<file path="config.mk">
export PLATFORM = sky130hd
export DESIGN_NAME = dma_window_read_prefetch_ctrl
export DESIGN_NICKNAME = d
export VERILOG_FILES = /design/src/prefetch_ctrl_pkg.sv /design/src/delayed_slot_counter.sv /design/src/dma_window_read_prefetch_ctrl.sv /design/src/line_window_counter.sv
export VERILOG_INCLUDE_DIRS = /design/src /design/src/src
export SDC_FILE = /design/constraint.sdc
export NUM_CORES = 1
export LEC_CHECK = 0
export BUFFER_PORTS_ARGS = -buffer_cell sky130_fd_sc_hd__buf_4
export CORE_ASPECT_RATIO = 0.9
export CORE_MARGIN = 5
export CORE_UTILIZATION = 48
export CTS_CLUSTER_SIZE = 24
export DETAILED_ROUTE_END_ITERATION = 12
export HOLD_SLACK_MARGIN = 0.1
export PLACE_DENSITY = 0.77
export SLEW_MARGIN = 10
export SYNTH_ARGS = -nofsm -noshare
export SYNTH_HDL_FRONTEND = slang
export SYNTH_SLANG_ARGS = --single-unit
</file>
<file path="constraint.sdc">
create_clock -name clock -period 3.45 [get_ports clock]
set_input_delay 0.345 -clock clock [delete_from_list [all_inputs] [get_ports clock]]
set_output_delay 0.345 -clock clock [all_outputs]
set_load 0.01 [all_outputs]
</file>
<file path="src/prefetch_ctrl_regs.svh">
`ifndef PREFETCH_CTRL_REGS_SVH
`define PREFETCH_CTRL_REGS_SVH
// byte offsets in configuration space
`define RSVD_SLOT_A_OFFSET 8'h5A
`define DMA_WIN_CTRL_OFFSET 8'h5C
`define CFG_ADDR_WIDTH 8
`define CFG_DATA_WIDTH 32
// field positions
`define F_LINE_INIT_HI 21
`define F_LINE_INIT_LO 19
`define F_MULT_INIT_HI 18
`define F_MULT_INIT_LO 16
`define F_LINE_CONT 11
`define F_MULT_CONT 10
`define F_DELAYED_HI 9
`define F_DELAYED_LO 8
`define F_LINE_COUNT_HI 7
`define F_LINE_COUNT_LO 5
`define F_MULT_COUNT_HI 4
`define F_MULT_COUNT_LO 2
`define F_PLAIN_PREFETCH 1
`define F_PREFETCH_ENABLE 0
// writable bits and reset value of the control register
`define DMA_WIN_CTRL_MASK 24'h3F0FFF
`define DMA_WIN_CTRL_RESET 24'h000001
`define LINE_COUNT_WIDTH 3
`define SLOT_COUNT_WIDTH 3
`endif
</file>
<file path="src/prefetch_ctrl_pkg.sv">
package prefetch_ctrl_pkg;
   // pci read command kinds
   typedef enum logic [1:0]
   {
      cmd_plain = 2'h0,
      cmd_line = 2'h1,
      cmd_multiple = 2'h2,
      cmd_none = 2'h3
   } read_cmd_type;

   // prefetch engine states
   typedef enum logic [3:0]
   {
      st_idle = 4'h1,
      st_fetch = 4'h2,
      st_deliver = 4'h4,
      st_drain = 4'h8
   } fetch_state_type;
endpackage

</file>
<file path="src/delayed_slot_counter.sv">
`timescale 1ns/10ps
`include "prefetch_ctrl_regs.svh"
// counts outstanding delayed requests against a programmed limit
module delayed_slot_counter
#(
   parameter int slots = 4
)
(
   input wire logic clock,
   input wire logic reset,
   input wire logic [1:0] limit_code,
   input wire logic take,
   input wire logic give,
   output logic full,
   output logic [`SLOT_COUNT_WIDTH-1:0] used
);
   typedef struct packed
   {
      logic [`SLOT_COUNT_WIDTH-1:0] used;
   } slot_state_type;

   slot_state_type state;
   slot_state_type next_state;
   logic [`SLOT_COUNT_WIDTH-1:0] allowed;
   logic [`SLOT_COUNT_WIDTH-1:0] requested;

   // refuse slot counts the counter cannot hold
   if (slots < 1 || slots > 4)
   begin
      $error("slots must be 1 to 4");
   end

   // field value plus one requests may be outstanding, never more than the buffers built
   assign requested = {1'b0, limit_code} + `SLOT_COUNT_WIDTH'(1);
   assign allowed = (requested > `SLOT_COUNT_WIDTH'(slots)) ? `SLOT_COUNT_WIDTH'(slots) : requested;
   assign full = (state.used >= allowed);
   assign used = state.used;

   // take counts up only when room remains, give counts down
   always_comb
   begin
      next_state = state;
      if (take && !full && !(give && state.used != '0))
      begin
         next_state.used = state.used + `SLOT_COUNT_WIDTH'(1);
      end
      else if (give && state.used != '0 && !(take && !full))
      begin
         next_state.used = state.used - `SLOT_COUNT_WIDTH'(1);
      end
   end

   // state register
   always_ff @(posedge clock or posedge reset)
   begin
      if (reset)
      begin
         state <= '0;
      end
      else
      begin
         state <= next_state;
      end
   end
endmodule

</file>
<file path="src/dma_window_read_prefetch_ctrl.sv">
// Local design decision: strobed register access.
`timescale 1ns/10ps
`include "prefetch_ctrl_regs.svh"
// Behaviour
// register acts only in generic slave-primary or dual-primary modes, else reads zero
// window hits use this register, other requests use the default controls
// line reads allow reconnect only after initial-count lines fetched
// multiple reads allow reconnect only after multiple initial-count lines fetched
// line continuous bit fetches one more line per delivered line
// multiple continuous bit fetches one more line per delivered line
// field plus one delayed requests may be outstanding; requests are taken only in st_idle, so at most one is outstanding
// line reads prefetch line-count lines beyond the first line; fetches the line initial count instead when that is larger
// software keeps line count not above multiple count
// multiple reads prefetch multiple-count lines beyond the first line; fetches the multiple initial count instead when that is larger
// plain reads prefetch like line reads when enabled, else one word only
// master enable clear stops all prefetching; it resets to one
// warm reset restores every writable field like cold reset
// reserved ranges read zero and writes to them have no effect
module dma_window_read_prefetch_ctrl
#(
   parameter int line_width = 4,
   parameter int slots = 4
)
(
   input wire logic clock,
   input wire logic reset,
   input wire logic warm_reset,
   input wire logic plain_slave_mode,
   input wire logic generic_slave_primary_mode,
   input wire logic generic_dual_primary_mode,
   input wire logic [`CFG_ADDR_WIDTH-1:0] cfg_address,
   input wire logic [`CFG_DATA_WIDTH-1:0] cfg_write_data,
   input wire logic cfg_write,
   input wire logic cfg_read,
   output logic [`CFG_DATA_WIDTH-1:0] cfg_read_data,
   input wire logic request_valid,
   input wire logic request_in_dma_window,
   input wire logic [1:0] request_cmd,
   input wire logic [23:0] default_controls,
   input wire logic line_fetched,
   input wire logic line_delivered,
   input wire logic request_done,
   output logic request_accepted,
   output logic request_retry,
   output logic fetch_line,
   output logic reconnect_allowed,
   output logic single_word_only,
   output logic window_controls_used,
   output logic [2:0] outstanding
);
   typedef struct packed
   {
      logic [23:0] control;
      prefetch_ctrl_pkg::fetch_state_type fsm;
      prefetch_ctrl_pkg::read_cmd_type cmd;
      logic [23:0] active;
      logic [`CFG_DATA_WIDTH-1:0] read_data;
      logic accepted;
      logic retry;
      logic fetch;
      logic reconnect;
      logic single;
      logic window_used;
      logic [2:0] outstanding;
   } ctrl_state_type;

   ctrl_state_type state;
   ctrl_state_type next_state;
   logic generic_mode;
   logic slots_full;
   logic [`SLOT_COUNT_WIDTH-1:0] slots_used;
   logic [line_width-1:0] fetched_total;
   logic [line_width-1:0] delivered_total;
   logic window_start;
   logic [23:0] chosen;
   logic [line_width-1:0] target;
   logic [line_width-1:0] initial_need;
   logic continuous;
   logic prefetching;
   logic [1:0] new_cmd;
   logic [line_width-1:0] fill_goal;
   logic [line_width:0] fetched_next;
   logic [line_width:0] window_goal;

   // refuse widths and slot counts the counters cannot serve
   if (line_width < 4)
   begin
      $error("line_width must be at least 4");
   end
   if (slots < 1 || slots > 4)
   begin
      $error("slots must be 1 to 4");
   end

   // address decode shared by reads and writes
   function automatic logic hit_control(input logic [`CFG_ADDR_WIDTH-1:0] address);
      hit_control = (address == `DMA_WIN_CTRL_OFFSET);
   endfunction

   // true when the command prefetches under the given controls
   function automatic logic does_prefetch(input logic [1:0] cmd, input logic [23:0] ctl);
      does_prefetch = ctl[`F_PREFETCH_ENABLE] &&
         (cmd == 2'h1 || cmd == 2'h2 || (cmd == 2'h0 && ctl[`F_PLAIN_PREFETCH]));
   endfunction

   // widens a three bit line field to the counter width
   function automatic logic [line_width-1:0] field_lines(input logic [2:0] field);
      field_lines = line_width'(field);
   endfunction

   ////////////////////////////////////////////////////////////////////////////
   // helpers

   assign generic_mode = (generic_slave_primary_mode || generic_dual_primary_mode) && !plain_slave_mode;
   // window hits pick this register only in generic modes
   assign chosen = (request_in_dma_window && generic_mode) ? state.control : default_controls;
   assign new_cmd = request_cmd;
   assign window_start = (state.fsm == prefetch_ctrl_pkg::st_idle) && request_valid && !slots_full;
   assign prefetching = does_prefetch(state.cmd, state.active); // see R11

   // totals one edge ahead; a continuous window moves up by each delivered line
   // once the fetched total saturates the fetch request keeps rising until request_done, so very long bursts fetch without limit
   always_comb
   begin
      fetched_next = {1'b0, fetched_total} + {{line_width{1'b0}}, line_fetched};
      window_goal = {1'b0, target} + {1'b0, delivered_total};
      // fetch at least as many lines as the reconnect threshold asks for
      if (initial_need > target)
      begin
         fill_goal = initial_need; // see R3
      end
      else
      begin
         fill_goal = target;
      end
   end

   // lines to fetch: first line plus count beyond it
   always_comb
   begin
      target = line_width'(1);
      initial_need = line_width'(1);
      continuous = 1'b0;
      if (state.cmd == prefetch_ctrl_pkg::cmd_multiple)
      begin
         target = field_lines(state.active[`F_MULT_COUNT_HI:`F_MULT_COUNT_LO]) + line_width'(1);
         initial_need = field_lines(state.active[`F_MULT_INIT_HI:`F_MULT_INIT_LO]);
         continuous = state.active[`F_MULT_CONT];
      end
      else
      begin
         target = field_lines(state.active[`F_LINE_COUNT_HI:`F_LINE_COUNT_LO]) + line_width'(1);
         initial_need = field_lines(state.active[`F_LINE_INIT_HI:`F_LINE_INIT_LO]);
         continuous = state.active[`F_LINE_CONT];
      end
      if (!prefetching)
      begin
         target = line_width'(1);
         initial_need = line_width'(1);
         continuous = 1'b0;
      end
   end

   ////////////////////////////////////////////////////////////////////////////
   // submodules

   delayed_slot_counter #(.slots(slots)) slot_counter
   (
      .clock(clock),
      .reset(reset),
      .limit_code(chosen[`F_DELAYED_HI:`F_DELAYED_LO]),
      .take(window_start),
      .give(request_done),
      .full(slots_full),
      .used(slots_used)
   );

   line_window_counter #(.width(line_width)) window_counter
   (
      .clock(clock),
      .reset(reset),
      .start(window_start),
      .fetched(line_fetched),
      .delivered(line_delivered),
      .fetched_total(fetched_total),
      .delivered_total(delivered_total)
   );

   ////////////////////////////////////////////////////////////////////////////
   // next state

   always_comb
   begin
      next_state = state;
      next_state.accepted = 1'b0;
      next_state.retry = request_valid && (state.fsm != prefetch_ctrl_pkg::st_idle || slots_full);
      next_state.read_data = '0;
      next_state.outstanding = slots_used;
      // register write, reserved bits masked off
      if (cfg_write && hit_control(cfg_address) && generic_mode)
      begin
         next_state.control = cfg_write_data[23:0] & `DMA_WIN_CTRL_MASK;
      end
      // read data for the cycle after the strobe; unmapped reads zero
      if (cfg_read && hit_control(cfg_address) && generic_mode)
      begin
         next_state.read_data = {8'h00, state.control & `DMA_WIN_CTRL_MASK};
      end
      unique case (state.fsm)
         prefetch_ctrl_pkg::st_idle:
         begin
            next_state.fetch = 1'b0;
            next_state.reconnect = 1'b0;
            if (window_start)
            begin
               next_state.accepted = 1'b1;
               next_state.active = chosen;
               next_state.cmd = prefetch_ctrl_pkg::read_cmd_type'(new_cmd);
               next_state.window_used = request_in_dma_window && generic_mode;
               next_state.single = !does_prefetch(new_cmd, chosen);
               next_state.fsm = prefetch_ctrl_pkg::st_fetch;
            end
         end
         prefetch_ctrl_pkg::st_fetch:
         begin
            // fetch until the first line plus count, or the initial count if larger, is in
            next_state.fetch = fetched_next < {1'b0, fill_goal}; // see R3 see R8
            if (fetched_total >= initial_need)
            begin
               next_state.reconnect = 1'b1;
            end
            if (!next_state.fetch)
            begin
               next_state.fsm = prefetch_ctrl_pkg::st_deliver;
            end
         end
         prefetch_ctrl_pkg::st_deliver:
         begin
            next_state.reconnect = 1'b1;
            // moving window: one line more per line delivered
            // the request stands until the link returns the extra line
            next_state.fetch = continuous && prefetching && (fetched_next < window_goal); // see R5 see R6
            if (request_done)
            begin
               next_state.fsm = prefetch_ctrl_pkg::st_drain;
            end
         end
         prefetch_ctrl_pkg::st_drain:
         begin
            next_state.fetch = 1'b0;
            next_state.reconnect = 1'b0;
            next_state.single = 1'b0;
            next_state.fsm = prefetch_ctrl_pkg::st_idle;
         end
         default:
         begin
            next_state.fsm = prefetch_ctrl_pkg::st_idle;
         end
      endcase
      // warm reset restores all writable fields
      if (warm_reset)
      begin
         next_state.control = `DMA_WIN_CTRL_RESET;
      end
   end

   ////////////////////////////////////////////////////////////////////////////
   // state register

   always_ff @(posedge clock or posedge reset)
   begin
      if (reset)
      begin
         state <= '0;
         state.control <= `DMA_WIN_CTRL_RESET;
         state.fsm <= prefetch_ctrl_pkg::st_idle;
         state.cmd <= prefetch_ctrl_pkg::cmd_none;
      end
      else
      begin
         state <= next_state;
      end
   end

   ////////////////////////////////////////////////////////////////////////////
   // outputs

   assign cfg_read_data = state.read_data;
   assign request_accepted = state.accepted;
   assign request_retry = state.retry;
   assign fetch_line = state.fetch;
   assign reconnect_allowed = state.reconnect;
   assign single_word_only = state.single;
   assign window_controls_used = state.window_used;
   assign outstanding = state.outstanding;
endmodule

</file>
<file path="src/line_window_counter.sv">
`timescale 1ns/10ps
`include "prefetch_ctrl_regs.svh"
// tracks lines fetched ahead of delivery for one read
module line_window_counter
#(
   parameter int width = 4
)
(
   input wire logic clock,
   input wire logic reset,
   input wire logic start,
   input wire logic fetched,
   input wire logic delivered,
   output logic [width-1:0] fetched_total,
   output logic [width-1:0] delivered_total
);
   typedef struct packed
   {
      logic [width-1:0] fetched_total;
      logic [width-1:0] delivered_total;
   } window_state_type;

   window_state_type state;
   window_state_type next_state;

   // refuse counters too narrow for eight lines
   if (width < 4)
   begin
      $error("width must be at least 4");
   end

   assign fetched_total = state.fetched_total;
   assign delivered_total = state.delivered_total;

   // totals restart with each read and saturate
   always_comb
   begin
      next_state = state;
      if (start)
      begin
         next_state = '0;
      end
      else
      begin
         if (fetched && state.fetched_total != '1)
         begin
            next_state.fetched_total = state.fetched_total + width'(1);
         end
         if (delivered && state.delivered_total != state.fetched_total)
         begin
            next_state.delivered_total = state.delivered_total + width'(1);
         end
      end
   end

   // state register
   always_ff @(posedge clock or posedge reset)
   begin
      if (reset)
      begin
         state <= '0;
      end
      else
      begin
         state <= next_state;
      end
   end
endmodule

</file>
==> summary.md, run 1 <==
| Metric | Value |
|---|---|
| Status | completed |
| Hold_buf cts | 0 |
| R2R depth | 17 |
| Hold Vio Cnt, Final | 0 |
| GR Overflow Total | 0 |
| Crit path launch type | flip-flop |
| Starting Density | 0.486 |
| Slowest cell delay on critical path | 0.52 ns |
| CTS max path bufs | 2 |
| Reg clk slew, reported paths | ~0.080 ns |
| Proportion of layout cells with a drive suffix above 1 | 0.267 |
| Clk sinks | 78 |
| Vias in the first global route | between 3k and 4k |
| Port Buffer Count | 85 |
| Clock latency on the worst-skew pair | 0.35 ns |
| HP Class | in -> async |
| Num rows | 33 |
| Gpl congestion | between 0.8 and 0.9 |
| Iteration-0 DRC Markers | 95 |
| Critical path class | reg -> reg |
| Diode count | 0 |
| TritonRoute pass-1 iters | 4 |
| Synth top area cells | dfrtp_1 42%, ha_1 8.5%, buf_4 6.0% |
| Crit path max fanout | 3 |
| Fmax achieved | 0.302 GHz |
| Pins over their slew limit | 0 |
| Count leader, synth | dfrtp_1 |
| CP endpoint kind | flip-flop |
| WHS | 0.108 ns |
| H-tree levels | 3 |
| Post-synth EDFFs | 0 |
| DIE WIDTH | 111 um |
| Initial antenna violation count | 0 |
| Final WL | 9.38 mm |
| Area Growth Syn to Fin | 18.8% |
| Routed vias | ~3.3k |
| GR Util met1 | 0.212 |
| Fin nets | between 600 and 700 |
| R2r endpoint | fetch_line |
| Synth top cells by count | 74 x dfrtp_1, 67 x nand2_1, 35 x buf_4 |
| Leading area contributor after synthesis | dfrtp_1 |
| Worst IR drop on VDD | 337 uV |
| Synthesized flop and latch total | 78 |
| Post-Place Cells | 623 |
| Synth cell types | 54 |
| Antenna Nets Post-Route | 0 |
| Post-route cell area | 0.00522 mm^2 |
| Pwr Density | 702 mW/mm^2 |
| Global Route met3 Usage | 0.0426 |
| Grt met2 use | 0.292 |
| Most used routing layer | met2 |
| Max-slew headroom | 0.407 |
| Root buf cell | clkbuf_8 |
| Synth Cell Area | 0.00439 mm^2 |
| Die area | 0.0112 mm^2 |
| Tightest Pin Transition | 0.878 ns |
| Critical Path Start | state[65] |
| First-pass GRT wire length | between 15 and 20 mm |
| CP Depth | 17 |
| Tmin final | 3.31 ns |
| Avg Cell Area, Syn | 9.83 um^2 |
| Post-route insts no fill | between 600 and 700 |
| Post-synth top flop | dfrtp_1 |
| Critical-path top delay cell | dfstp_2 |
| Post-DP HPWL | 7.16 mm |
| Async SR Flop Fraction | 1.00 |
| Post-synth top area share | 0.422 |
| Ys Warns | 0 |
| Vias per cell | 5.09 |
| # setup viols final | 0 |
| WP data arrival | around 3.6 ns |
| Period utilization | 0.959 |
| Largest net degree at the start of global routing | 36 |
| Worst path cell trace | inv_1, ha_4, mux2_2, ha_1, xnor2_1, and2_1, inv_1, ha_4, nand3b_1, a21oi_2, nand2_2, mux2i_1, ha_1, a21o_1, nor2_1, nand2_1, o21ai_1 |
| Total GRT Usage | 0.169 |
| TritonCTS clock tree | yes |
| IO Count | 120 |
| Crit-path leading delay family | adder cells |
| Die H | approximately 100 um |
| Clk_skew | ~0.0099 ns |
| Worst reg2reg setup slack | 0.14 ns |
| Post-CTS Setup Bufs | 0 |
| CTS Buf Count | 9 |
| Drt drc | 0 |
| Avg WL per Cell | ~15 um |
| Critical path buffer and inverter count | 2 |
| Sequential area share after synthesis | 0.445 |
| Critical R2R Launch | state[65] |
| Placed Area | 0.00496 mm^2 |
| Leakage power | 2.68 nW |
| Core Box Area | 0.00904 mm^2 |
| Max cap viols | 0 |
| Mapped Cells | 447 |
| Req. time, crit path | 3.73 ns |
-- per-layer routing --
metal	routed length, um	vias to the layer above
li1	-	1592
met1	4190	1573
met2	4610	76
met4	124	0
met3	459	14
met5	0	-
-- how the worst max path moves through the flow --
stage	to
after global routing	state[68]
after floorplan	state[69]
after CTS	fetch_line
after global placement	state[69]
after detailed placement	state[69]
final	fetch_line
-- cells in the final DEF (no fill, tap or decap), types with 3 or more instances in the layout --
master | synthesis | routed
a21oi_2 | 0 | 3
nor2_1 | 14 | 14
o21ai_0 | 29 | 26
mux2i_1 | 21 | 21
a21oi_1 | 29 | 26
dfrtp_1 | 74 | 74
dfstp_2 | 4 | 4
nand2_1 | 67 | 65
and3_1 | 4 | 4
conb_1 | 1 | 14
a21o_1 | 7 | 7
ha_4 | 0 | 3
ha_1 | 30 | 26
nand3_1 | 6 | 6
clkbuf_8 | 0 | 9
mux2_2 | 7 | 7
inv_1 | 23 | 22
xor2_1 | 10 | 10
xnor2_1 | 7 | 7
buf_4 | 35 | 94
and2_1 | 20 | 21
nor2b_1 | 3 | 3
-- layout make-up --
class | count | area, um^2
fill | 759 | 3820
multi-input combinational | 306 | 2120
sequential | 78 | 1960
timing repair buffer | 94 | 706
tap | 122 | 153
clock buffer | 10 | 128
inverter | 23 | 86.3
clock inverter | 6 | 71.3
-- report_power, final --
part / internal (W) / switching [W]
combinational: 0.000793 / 0.000847
clock: 0.000339 / 0.000347
sequential: 0.00113 / 0.000203
total: 0.00226 / 0.00140
-- timing repair --
| item | 4_1_cts | 5_1_grt |
|---|---|---|
| setup endpoints to repair | 3 | 3 |
| pin swaps | 1 | 3 |
| gates resized for setup | 1 | 14 |
| endpoints found under the hold margin | 0 | 0 |
-- cells by family (layout without fill, tap and decap cells) --
group,Yosys count,after routing,share of synthesized area
other,1,14,0.000854
buffers and inverters,76,133,0.0985
adders and majority gates,32,32,0.0946
xor gates and xnor gates,17,17,0.0339
muxes,28,28,0.0658
DFF,78,78,0.445
AOI/OAI and AO/OA,80,80,0.109
and+or+nand+nor,135,135,0.152
-- registers in the layout, summed over array words and instances (netlist names) --
name and flops:
single_word_only 1, request_accepted 1, slot_counter.used 3, fetch_line 1, reconnect_allowed 1, window_counter.delivered_total 4
request_retry 1, state 40, window_controls_used 1, window_counter.fetched_total 4, cfg_read_data 18, outstanding 3
-- stage by stage --
| stage | total power (W) | setup TNS, ns | util | worst slack, ns |
|---|---|---|---|---|
| 6_report | 0.00366 | 0 | 0.577 | 0.140 |
| 5_1_grt | 0.00396 | -0.00209 | 0.577 | -0.00209 |
| 4_1_cts | 0.00359 | 0 | 0.571 | 0.0309 |
| 3_5_place_dp | 0.00288 | 0 | 0.548 | 0.00224 |
| 3_3_place_gp | 0.00277 | 0 | 0.548 | 0.107 |
| 2_1_floorplan | 0.00244 | -0.00588 | - | -0.00588 |
No activity file was read; power rests on OpenSTA's default activity.
==> run 2, diff against run 1 <==
--- a/config.mk
+++ b/config.mk
@@ -6,15 +6,16 @@
 export SDC_FILE = /design/constraint.sdc
 export NUM_CORES = 1
 export LEC_CHECK = 0
-export BUFFER_PORTS_ARGS = -buffer_cell sky130_fd_sc_hd__buf_4
 export CORE_ASPECT_RATIO = 0.9
 export CORE_MARGIN = 5
-export CORE_UTILIZATION = 48
+export CORE_UTILIZATION = 58
 export CTS_CLUSTER_SIZE = 24
 export DETAILED_ROUTE_END_ITERATION = 12
+export DONT_BUFFER_PORTS = 1
 export HOLD_SLACK_MARGIN = 0.1
-export PLACE_DENSITY = 0.77
+export PLACE_DENSITY = 0.76
 export SLEW_MARGIN = 10
 export SYNTH_ARGS = -nofsm -noshare
 export SYNTH_HDL_FRONTEND = slang
+export SYNTH_HIERARCHICAL = 1
 export SYNTH_SLANG_ARGS = --single-unit
==> summary.md, run 2 <==
| Metric | Value |
|---|---|
| Core Box Area | approximately 0.0076 mm^2 |
| Synth top area cells | dfrtp_1 41%, ha_1 8.2%, mux2i_1 8.1% |
| Proportion of layout cells with a drive suffix above 1 | 0.194 |
| Most used routing layer | met2 |
| Vias per cell | 5.61 |
| Grt met2 use | 0.338 |
| Final WL | 9.51 mm |
| Total power | 0.00417 W |
| Int Power | between 0.002 and 0.0025 W |
| Iteration-0 DRC Markers | 145 |
| Clk_skew | 0.0117 ns |
| Max-slew headroom | 0.473 |
| Hold Vio Cnt, Final | 0 |
| Combinational power share | 0.487 |
| Avg Cell Area, Syn | around 10 um^2 |
| Reg power frac | 0.340 |
| Sequential cell area | between 0.0015 and 0.002 mm^2 |
| Req. time, crit path | roughly 3.7 ns |
| GR Overflow Total | 0 |
| Ys Warns | 6 |
| HP Class | in -> reg |
| Die H | 94.1 um |
| Drt drc | 0 |
| CTS max path bufs | 2 |
| # setup viols final | 0 |
| Mapped Cells | roughly 440 |
| Fin nets | 540 |
| CTS Buf Count | 9 |
| Fmax achieved | around 0.29 GHz |
| Leading area contributor after synthesis | dfrtp_1 |
| Period utilization | 0.996 |
| Die area | 0.00972 mm^2 |
| Diode count | 0 |
| Reg clk slew, reported paths | 0.09 ns |
| Sw Share | 0.410 |
| Leakage power | 2.59 nW |
| Largest register FFs | 40 |
| Clock group share of total power | 0.172 |
| Root buf cell | clkbuf_8 |
| Layout Utilization | 0.648 |
| Avg WL per Cell | around 18 um |
| Count leader, synth | dfrtp_1 |
| TritonCTS clock tree | yes |
| Vias in the first global route | 3,067 |
| Initial antenna violation count | 0 |
| Routed vias | 2,973 |
| Clk sinks | 78 |
| Post-synth top area share | 0.407 |
| GR Util met1 | 0.250 |
| Fill cell count | about 590 |
| Post-synth top flop | dfrtp_1 |
| Commonest non-fill, non-tap cells in the layout | 74 x dfrtp_1, 37 x mux2i_1, 33 x nand2_1, 28 x nor2_1, 24 x o21ai_0 |
| Global Route met3 Usage | 0.0579 |
| Post-synth EDFFs | 0 |
| IO Count | 120 |
| Antenna Nets Post-Route | 0 |
| Synthesized flop and latch total | 78 |
| Gpl congestion | ~0.87 |
| Max cap viols | 0 |
| Post-Place Cells | slightly above 500 |
| Port Buffer Count | 0 |
| Pwr Density | 849 mW/mm^2 |
| Area Growth Syn to Fin | 7.97% |
| RSZ-0062 raised after global routing | true |
| Clock latency on the worst-skew pair | 0.36 ns |
| Place WS | -0.0639 ns |
| DIE WIDTH | 103 um |
| Tightest Pin Transition | 0.791 ns |
| Sequential area share after synthesis | 0.430 |
| Synth Cell Area | roughly 0.0046 mm^2 |
| Critical path class | reg -> reg |
| Total GRT Usage | 0.200 |
| Starting Density | 0.600 |
| Crit path max fanout | 4 |
| Synth top cells by count | 74 x dfrtp_1, 37 x mux2i_1, 36 x buf_4 |
| Switching power | around 0.0017 W |
| H-tree levels | 3 |
| Final WS setup | 0.0125 ns |
| TritonRoute pass-1 iters | 5 |
| First-pass GRT wire length | 15.0 mm |
| Post-route insts no fill | 530 |
| Commonest non-fill, non-tap cell in the layout | dfrtp_1 |
| CP endpoint kind | flip-flop |
| Setup TNS | 0 ns |
| Num rows | 30 |
| Post-DP HPWL | 6.75 mm |
| WP data arrival | 3.68 ns |
| Async SR Flop Fraction | 1.00 |
| Largest net degree at the start of global routing | 64 |
| Synth cell types | 57 |
| Crit path launch type | flip-flop |
| Largest Register | state |
| Area of the multi-input gates | 0.00236 mm^2 |
| Status | completed |
| Pins over their slew limit | 0 |
| Worst IR drop on VDD | about 400 uV |
| Tmin final | between 3 and 4 ns |
run 2: cell type report:
type                       count  area share
multi-input combinational    291       0.481
sequential                    78       0.398
timing repair buffer          20      0.0331
clock buffer                   9      0.0252
tap                           96      0.0244
inverter                      29      0.0221
clock inverter                 7      0.0163
run 2: final timing paths:
| path | depth (start not counted) | slack [ns] | from | endpoint |
|---|---|---|---|---|
| setup reg to reg | 18 | 0.01 | state[65] | state[69] |
| min in group asynchronous | 2 | 0.36 | reset | outstanding[0] |
| hold reg to reg | 2 | 0.50 | state[52] | state[52] |
| hold / removal | 2 | 0.13 | line_fetched | window_counter/fetched_total[1] |
| setup / recovery | 18 | 0.01 | state[65] | state[69] |
| max in group asynchronous | 3 | 2.12 | reset | state[75] |
run 2: stage by stage:
stage                     hold WS, ns  area, um^2
after global placement          0.101        4510
after global routing            0.113        4920
after CTS                       0.103        4780
after floorplan                0.0986        4670
after detailed placement        0.104        4510
final                           0.125        4920
run 2: timing repair:
| action | CTS | global route |
|---|---|---|
| setup buffers | 0 | 1 |
| hold buffers | 4 | 1 |
| pin swaps | 2 | 11 |
| setup endpoints to repair | 3 | 3 |
| hold endpoints to repair | 35 | 1 |
| resized for setup | 5 | 22 |
run 2: critical path, stage by stage, from the launching register on:
cell and delay (ns):
dfstp_2 0.53, inv_2 0.04, ha_4 0.17, mux2_4 0.32, ha_4 0.16, xor2_1 0.16, nor2_1 0.16, inv_1 0.10
ha_4 0.27, nand3_4 0.07, o21ai_4 0.07, nor3_4 0.20, mux2i_1 0.21, ha_1 0.27, a21oi_2 0.13, o211ai_1 0.13
nand2_1 0.11, o21ai_1 0.06, a21o_1 0.15
run 2: metal layers:
metal	part of all wire	up-vias	routed length, um
li1	-	1434	-
met1	0.42	1465	3980
met2	0.52	62	4940
met3	0.050	12	479
met4	0.012	0	112
met5	0	-	0
run 2: cells by family (layout without fill, tap and decap cells):
family	after synthesis	count (layout)	synth area share
AOI/OAI and AO/OA	68	68	0.101
xor gates and xnor gates	16	16	0.0308
adders and majority gates	32	32	0.0912
buffers and inverters	80	65	0.105
DFF	78	78	0.430
muxes	45	45	0.102
other	1	14	0.000824
and+or+nand+nor	116	116	0.139
run 2: power by group through the flow:
stage	logic, W	clock network (W)	registers, W
after floorplan	0.00139	0	0.00133
final	0.00203	0.000719	0.00142
after global routing	0.00226	0.000780	0.00146
after global placement	0.00163	0	0.00142
after detailed placement	0.00169	0	0.00143
after CTS	0.00174	0.000726	0.00142
==> run 3, diff against run 2 <==
--- a/config.mk
+++ b/config.mk
@@ -6,6 +6,7 @@
 export SDC_FILE = /design/constraint.sdc
 export NUM_CORES = 1
 export LEC_CHECK = 0
+export ABC_AREA = 1
 export CORE_ASPECT_RATIO = 0.9
 export CORE_MARGIN = 5
 export CORE_UTILIZATION = 58
==> summary.md, run 3 <==
| Metric | Value |
|---|---|
| IO Count | 120 |
| Int Power | about 0.0023 W |
| Antenna Nets Post-Route | 0 |
| Hold Vio Cnt, Final | 0 |
| Crit-path leading delay family | simple AND/OR/NAND/NOR gates |
| Mapped Cells | 570 |
| Post-synthesis adder-cell area fraction | 0.0898 |
| Slowest cell delay on critical path | 0.54 ns |
| First-pass GRT wire length | 16.2 mm |
| GR Overflow Total | 0 |
| Crit path max fanout | 5 |
| Gpl congestion | between 0.9 and 1 |
| Cell mode on critical path | nand2_2 |
| Avg WL per Cell | 14.3 um |
| Sequential area share after synthesis | 0.423 |
| Combinational family with the most area after synthesis | simple AND/OR/NAND/NOR gates |
| Fmax achieved | 0.298 GHz |
| Fill cell count | roughly 630 |
| Compound-Gate Fraction of Synth Area | 0.105 |
| Synth Cell Area | about 0.0046 mm^2 |
| Leakage power | 2.47 nW |
| Status | completed |
| Top Layer Used | met4 |
| Worst IR drop on VDD | 497 uV |
| Combinational power share | 0.513 |
| Post-synth top area share | 0.400 |
| DIE WIDTH | about 100 um |
| Num rows | 30 |
| Met3 wire len | between 800 and 900 um |
| Vias per cell | 5.28 |
| Critical path buffer and inverter count | 5 |
| Hold Startpoint | cfg_write_data[5] |
| Leading area contributor after synthesis | dfrtp_1 |
| Die H | 94.7 um |
| Sw Share | 0.434 |
| Synth cell types | 39 |
| RSZ-0062 raised after global routing | true |
| WP data arrival | around 3.6 ns |
| Critical-path top delay cell | dfstp_2 |
| TritonRoute pass-1 iters | 4 |
| Wl on met1 | 3.84 mm |
| Synth top cells by count | 123 x nand2_1, 99 x inv_1, 74 x dfrtp_1 |
| Total GRT Usage | 0.201 |
| Mux share of post-synthesis cell area | 0 |
| Clk sinks | 78 |
| Proportion of layout cells with a drive suffix above 1 | 0.155 |
| Ys Warns | 6 |
| Largest register FFs | 40 |
| Starting Density | 0.604 |
| Routed vias | ~3.5k |
| Tightest Pin Transition | 0.708 ns |
| Drt drc | 0 |
| Req. time, crit path | between 3 and 4 ns |
| Iteration-0 DRC Markers | around 180 |
| Pwr Density | 855 mW/mm^2 |
| Area Growth Syn to Fin | 4.84% |
| Critical R2R Launch | state[65] |
| R2R depth | 27 |
| Fin nets | 673 |
| Die area | 0.00987 mm^2 |
| Commonest non-fill, non-tap cells in the layout | 116 x nand2_1, 94 x inv_1, 74 x dfrtp_1, 44 x o21ai_0, 42 x nor2_1 |
| Switching power | around 0.0018 W |
| Post-synth top flop | dfrtp_1 |
| Met2 Wirelength | around 4.7 mm |
| Commonest non-fill, non-tap cell in the layout | nand2_1 |
| Clock latency on the worst-skew pair | 0.35 ns |
| # setup viols final | 0 |
| Layout Utilization | 0.634 |
| CP endpoint kind | flip-flop |
| Root buf cell | clkbuf_8 |
| Post-synth EDFFs | 0 |
| Synthesized flop and latch total | 78 |
| Max-slew headroom | 0.527 |
| HP Class | in -> reg |
| Count leader, synth | nand2_1 |
| Critical path class | reg -> reg |
| CTS Buf Count | 9 |
| Worst reg2reg setup slack | 0.09 ns |
| WHS Path Cells | 2 |
| Async SR Flop Fraction | 1.00 |
| Vias in the first global route | between 3k and 4k |
| Hold worst-path end | state[76] |
| Reg power frac | 0.333 |
| CTS max path bufs | 2 |
| Period utilization | 0.974 |
| Pins over their slew limit | 0 |
| Final WL | roughly 9.5 mm |
| Avg Cell Area, Syn | a little over 8 um^2 |
| Largest Register | state |
| Post-DP HPWL | 7.23 mm |
| Clock group share of total power | 0.154 |
| Reg clk slew, reported paths | roughly 0.080 ns |
| Total power | 0.00415 W |
| Core Box Area | 0.00766 mm^2 |
| H-tree levels | 3 |
| Post-Synth Simple-Gate Area | 0.215 |
| Diode count | 0 |
| Tmin final | 3.36 ns |
| Max cap viols | 0 |
| Port Buffer Count | 0 |
| Initial antenna violation count | 0 |
| Largest net degree at the start of global routing | 35 |
| Synth top area cells | dfrtp_1 40%, nand2_1 10%, ha_1 8.1% |
| TritonCTS clock tree | yes |
| R2r endpoint | state[69] |
| Xor-xnor portion of the synthesized cell area | 0.0114 |
| Clk_skew | 0.00765 ns |
| Crit path launch type | flip-flop |
[run 3: cell types whose count changed in the layout (fill, tap and decap cells not counted), sizes merged, moves of 8 or more]
cell,before,now
a21o,9,0
mux2,8,0
inv,32,101
nand3,8,25
o21ai,27,60
nand2,36,131
nor2,30,50
xor2,13,2
and3,22,0
mux2i,37,0
[run 3: cell families (layout without fill, tap and decap cells)]
group | after synthesis | count (layout)
adders and majority gates | 32 | 32
xor gates and xnor gates | 6 | 6
buffers and inverters | 147 | 131
and+or+nand+nor | 224 | 224
other | 1 | 14
DFF | 78 | 78
AOI/OAI and AO/OA | 82 | 82
[run 3: worst max path at each step]
| stage | slack (ns) | depth (start not counted) | to | startpoint |
|---|---|---|---|---|
| floorplan | 0.16 | 23 | slot_counter/used[2] | generic_dual_primary_mode |
| global placement | 0.04 | 26 | state[70] | state[65] |
| detailed placement | -0.06 | 26 | state[70] | state[65] |
| CTS | 0.01 | 26 | state[70] | state[65] |
| global route | -0.11 | 26 | state[70] | state[65] |
| finish | 0.09 | 27 | state[69] | state[65] |
[run 3: metrics by stage]
| step | TNS [ns] | hold slack, ns | area [um^2] | worst slack (ns) | std cells |
|---|---|---|---|---|---|
| 3_5_place_dp | -0.127 | 0.115 | 4530 | -0.0623 | 643 |
| 5_1_grt | -0.331 | 0.102 | 4850 | -0.111 | 663 |
| 4_1_cts | 0 | 0.106 | 4740 | 0.0103 | 660 |
| 3_3_place_gp | 0 | 0.104 | 4530 | 0.0380 | 643 |
| 2_1_floorplan | 0 | 0.0986 | 4680 | 0.161 | 583 |
| 6_report | 0 | 0.115 | 4850 | 0.0903 | 663 |
[run 3: timing repair]
item / 4_1_cts / 5_1_grt
gates resized for setup: 2 / 25
pin swaps: 0 / 18
setup buffers: 0 / 2
endpoints found under the setup margin: 4 / 4
cloned: 0 / 0
endpoints found under the hold margin: 41 / 1
hold buffers: 1 / 1
[run 3: layout make-up]
class / count / area, um^2 / share of cell area
multi-input combinational: 358 / 2100 / 0.432
clock buffer: 14 / 173 / 0.0356
timing repair buffer: 14 / 110 / 0.0227
sequential: 78 / 1960 / 0.403
inverter: 101 / 382 / 0.0786
clock inverter: 2 / 15.0 / 0.00309
tap: 96 / 120 / 0.0248
[run 3: per-layer routing]
metal	global-route usage	vias to the layer above
met5	0	-
met4	0.0431	0
met3	0.0779	14
met2	0.345	128
met1	0.242	1641
li1	-	1719
[run 3: power by group through the flow]
stage	Combinational (W)	Clock, W	Sequential (W)
after floorplan	0.00150	0	0.00132
after global placement	0.00173	0	0.00138
after detailed placement	0.00186	0	0.00139
after CTS	0.00188	0.000656	0.00138
after global routing	0.00242	0.000705	0.00142
final	0.00213	0.000639	0.00138
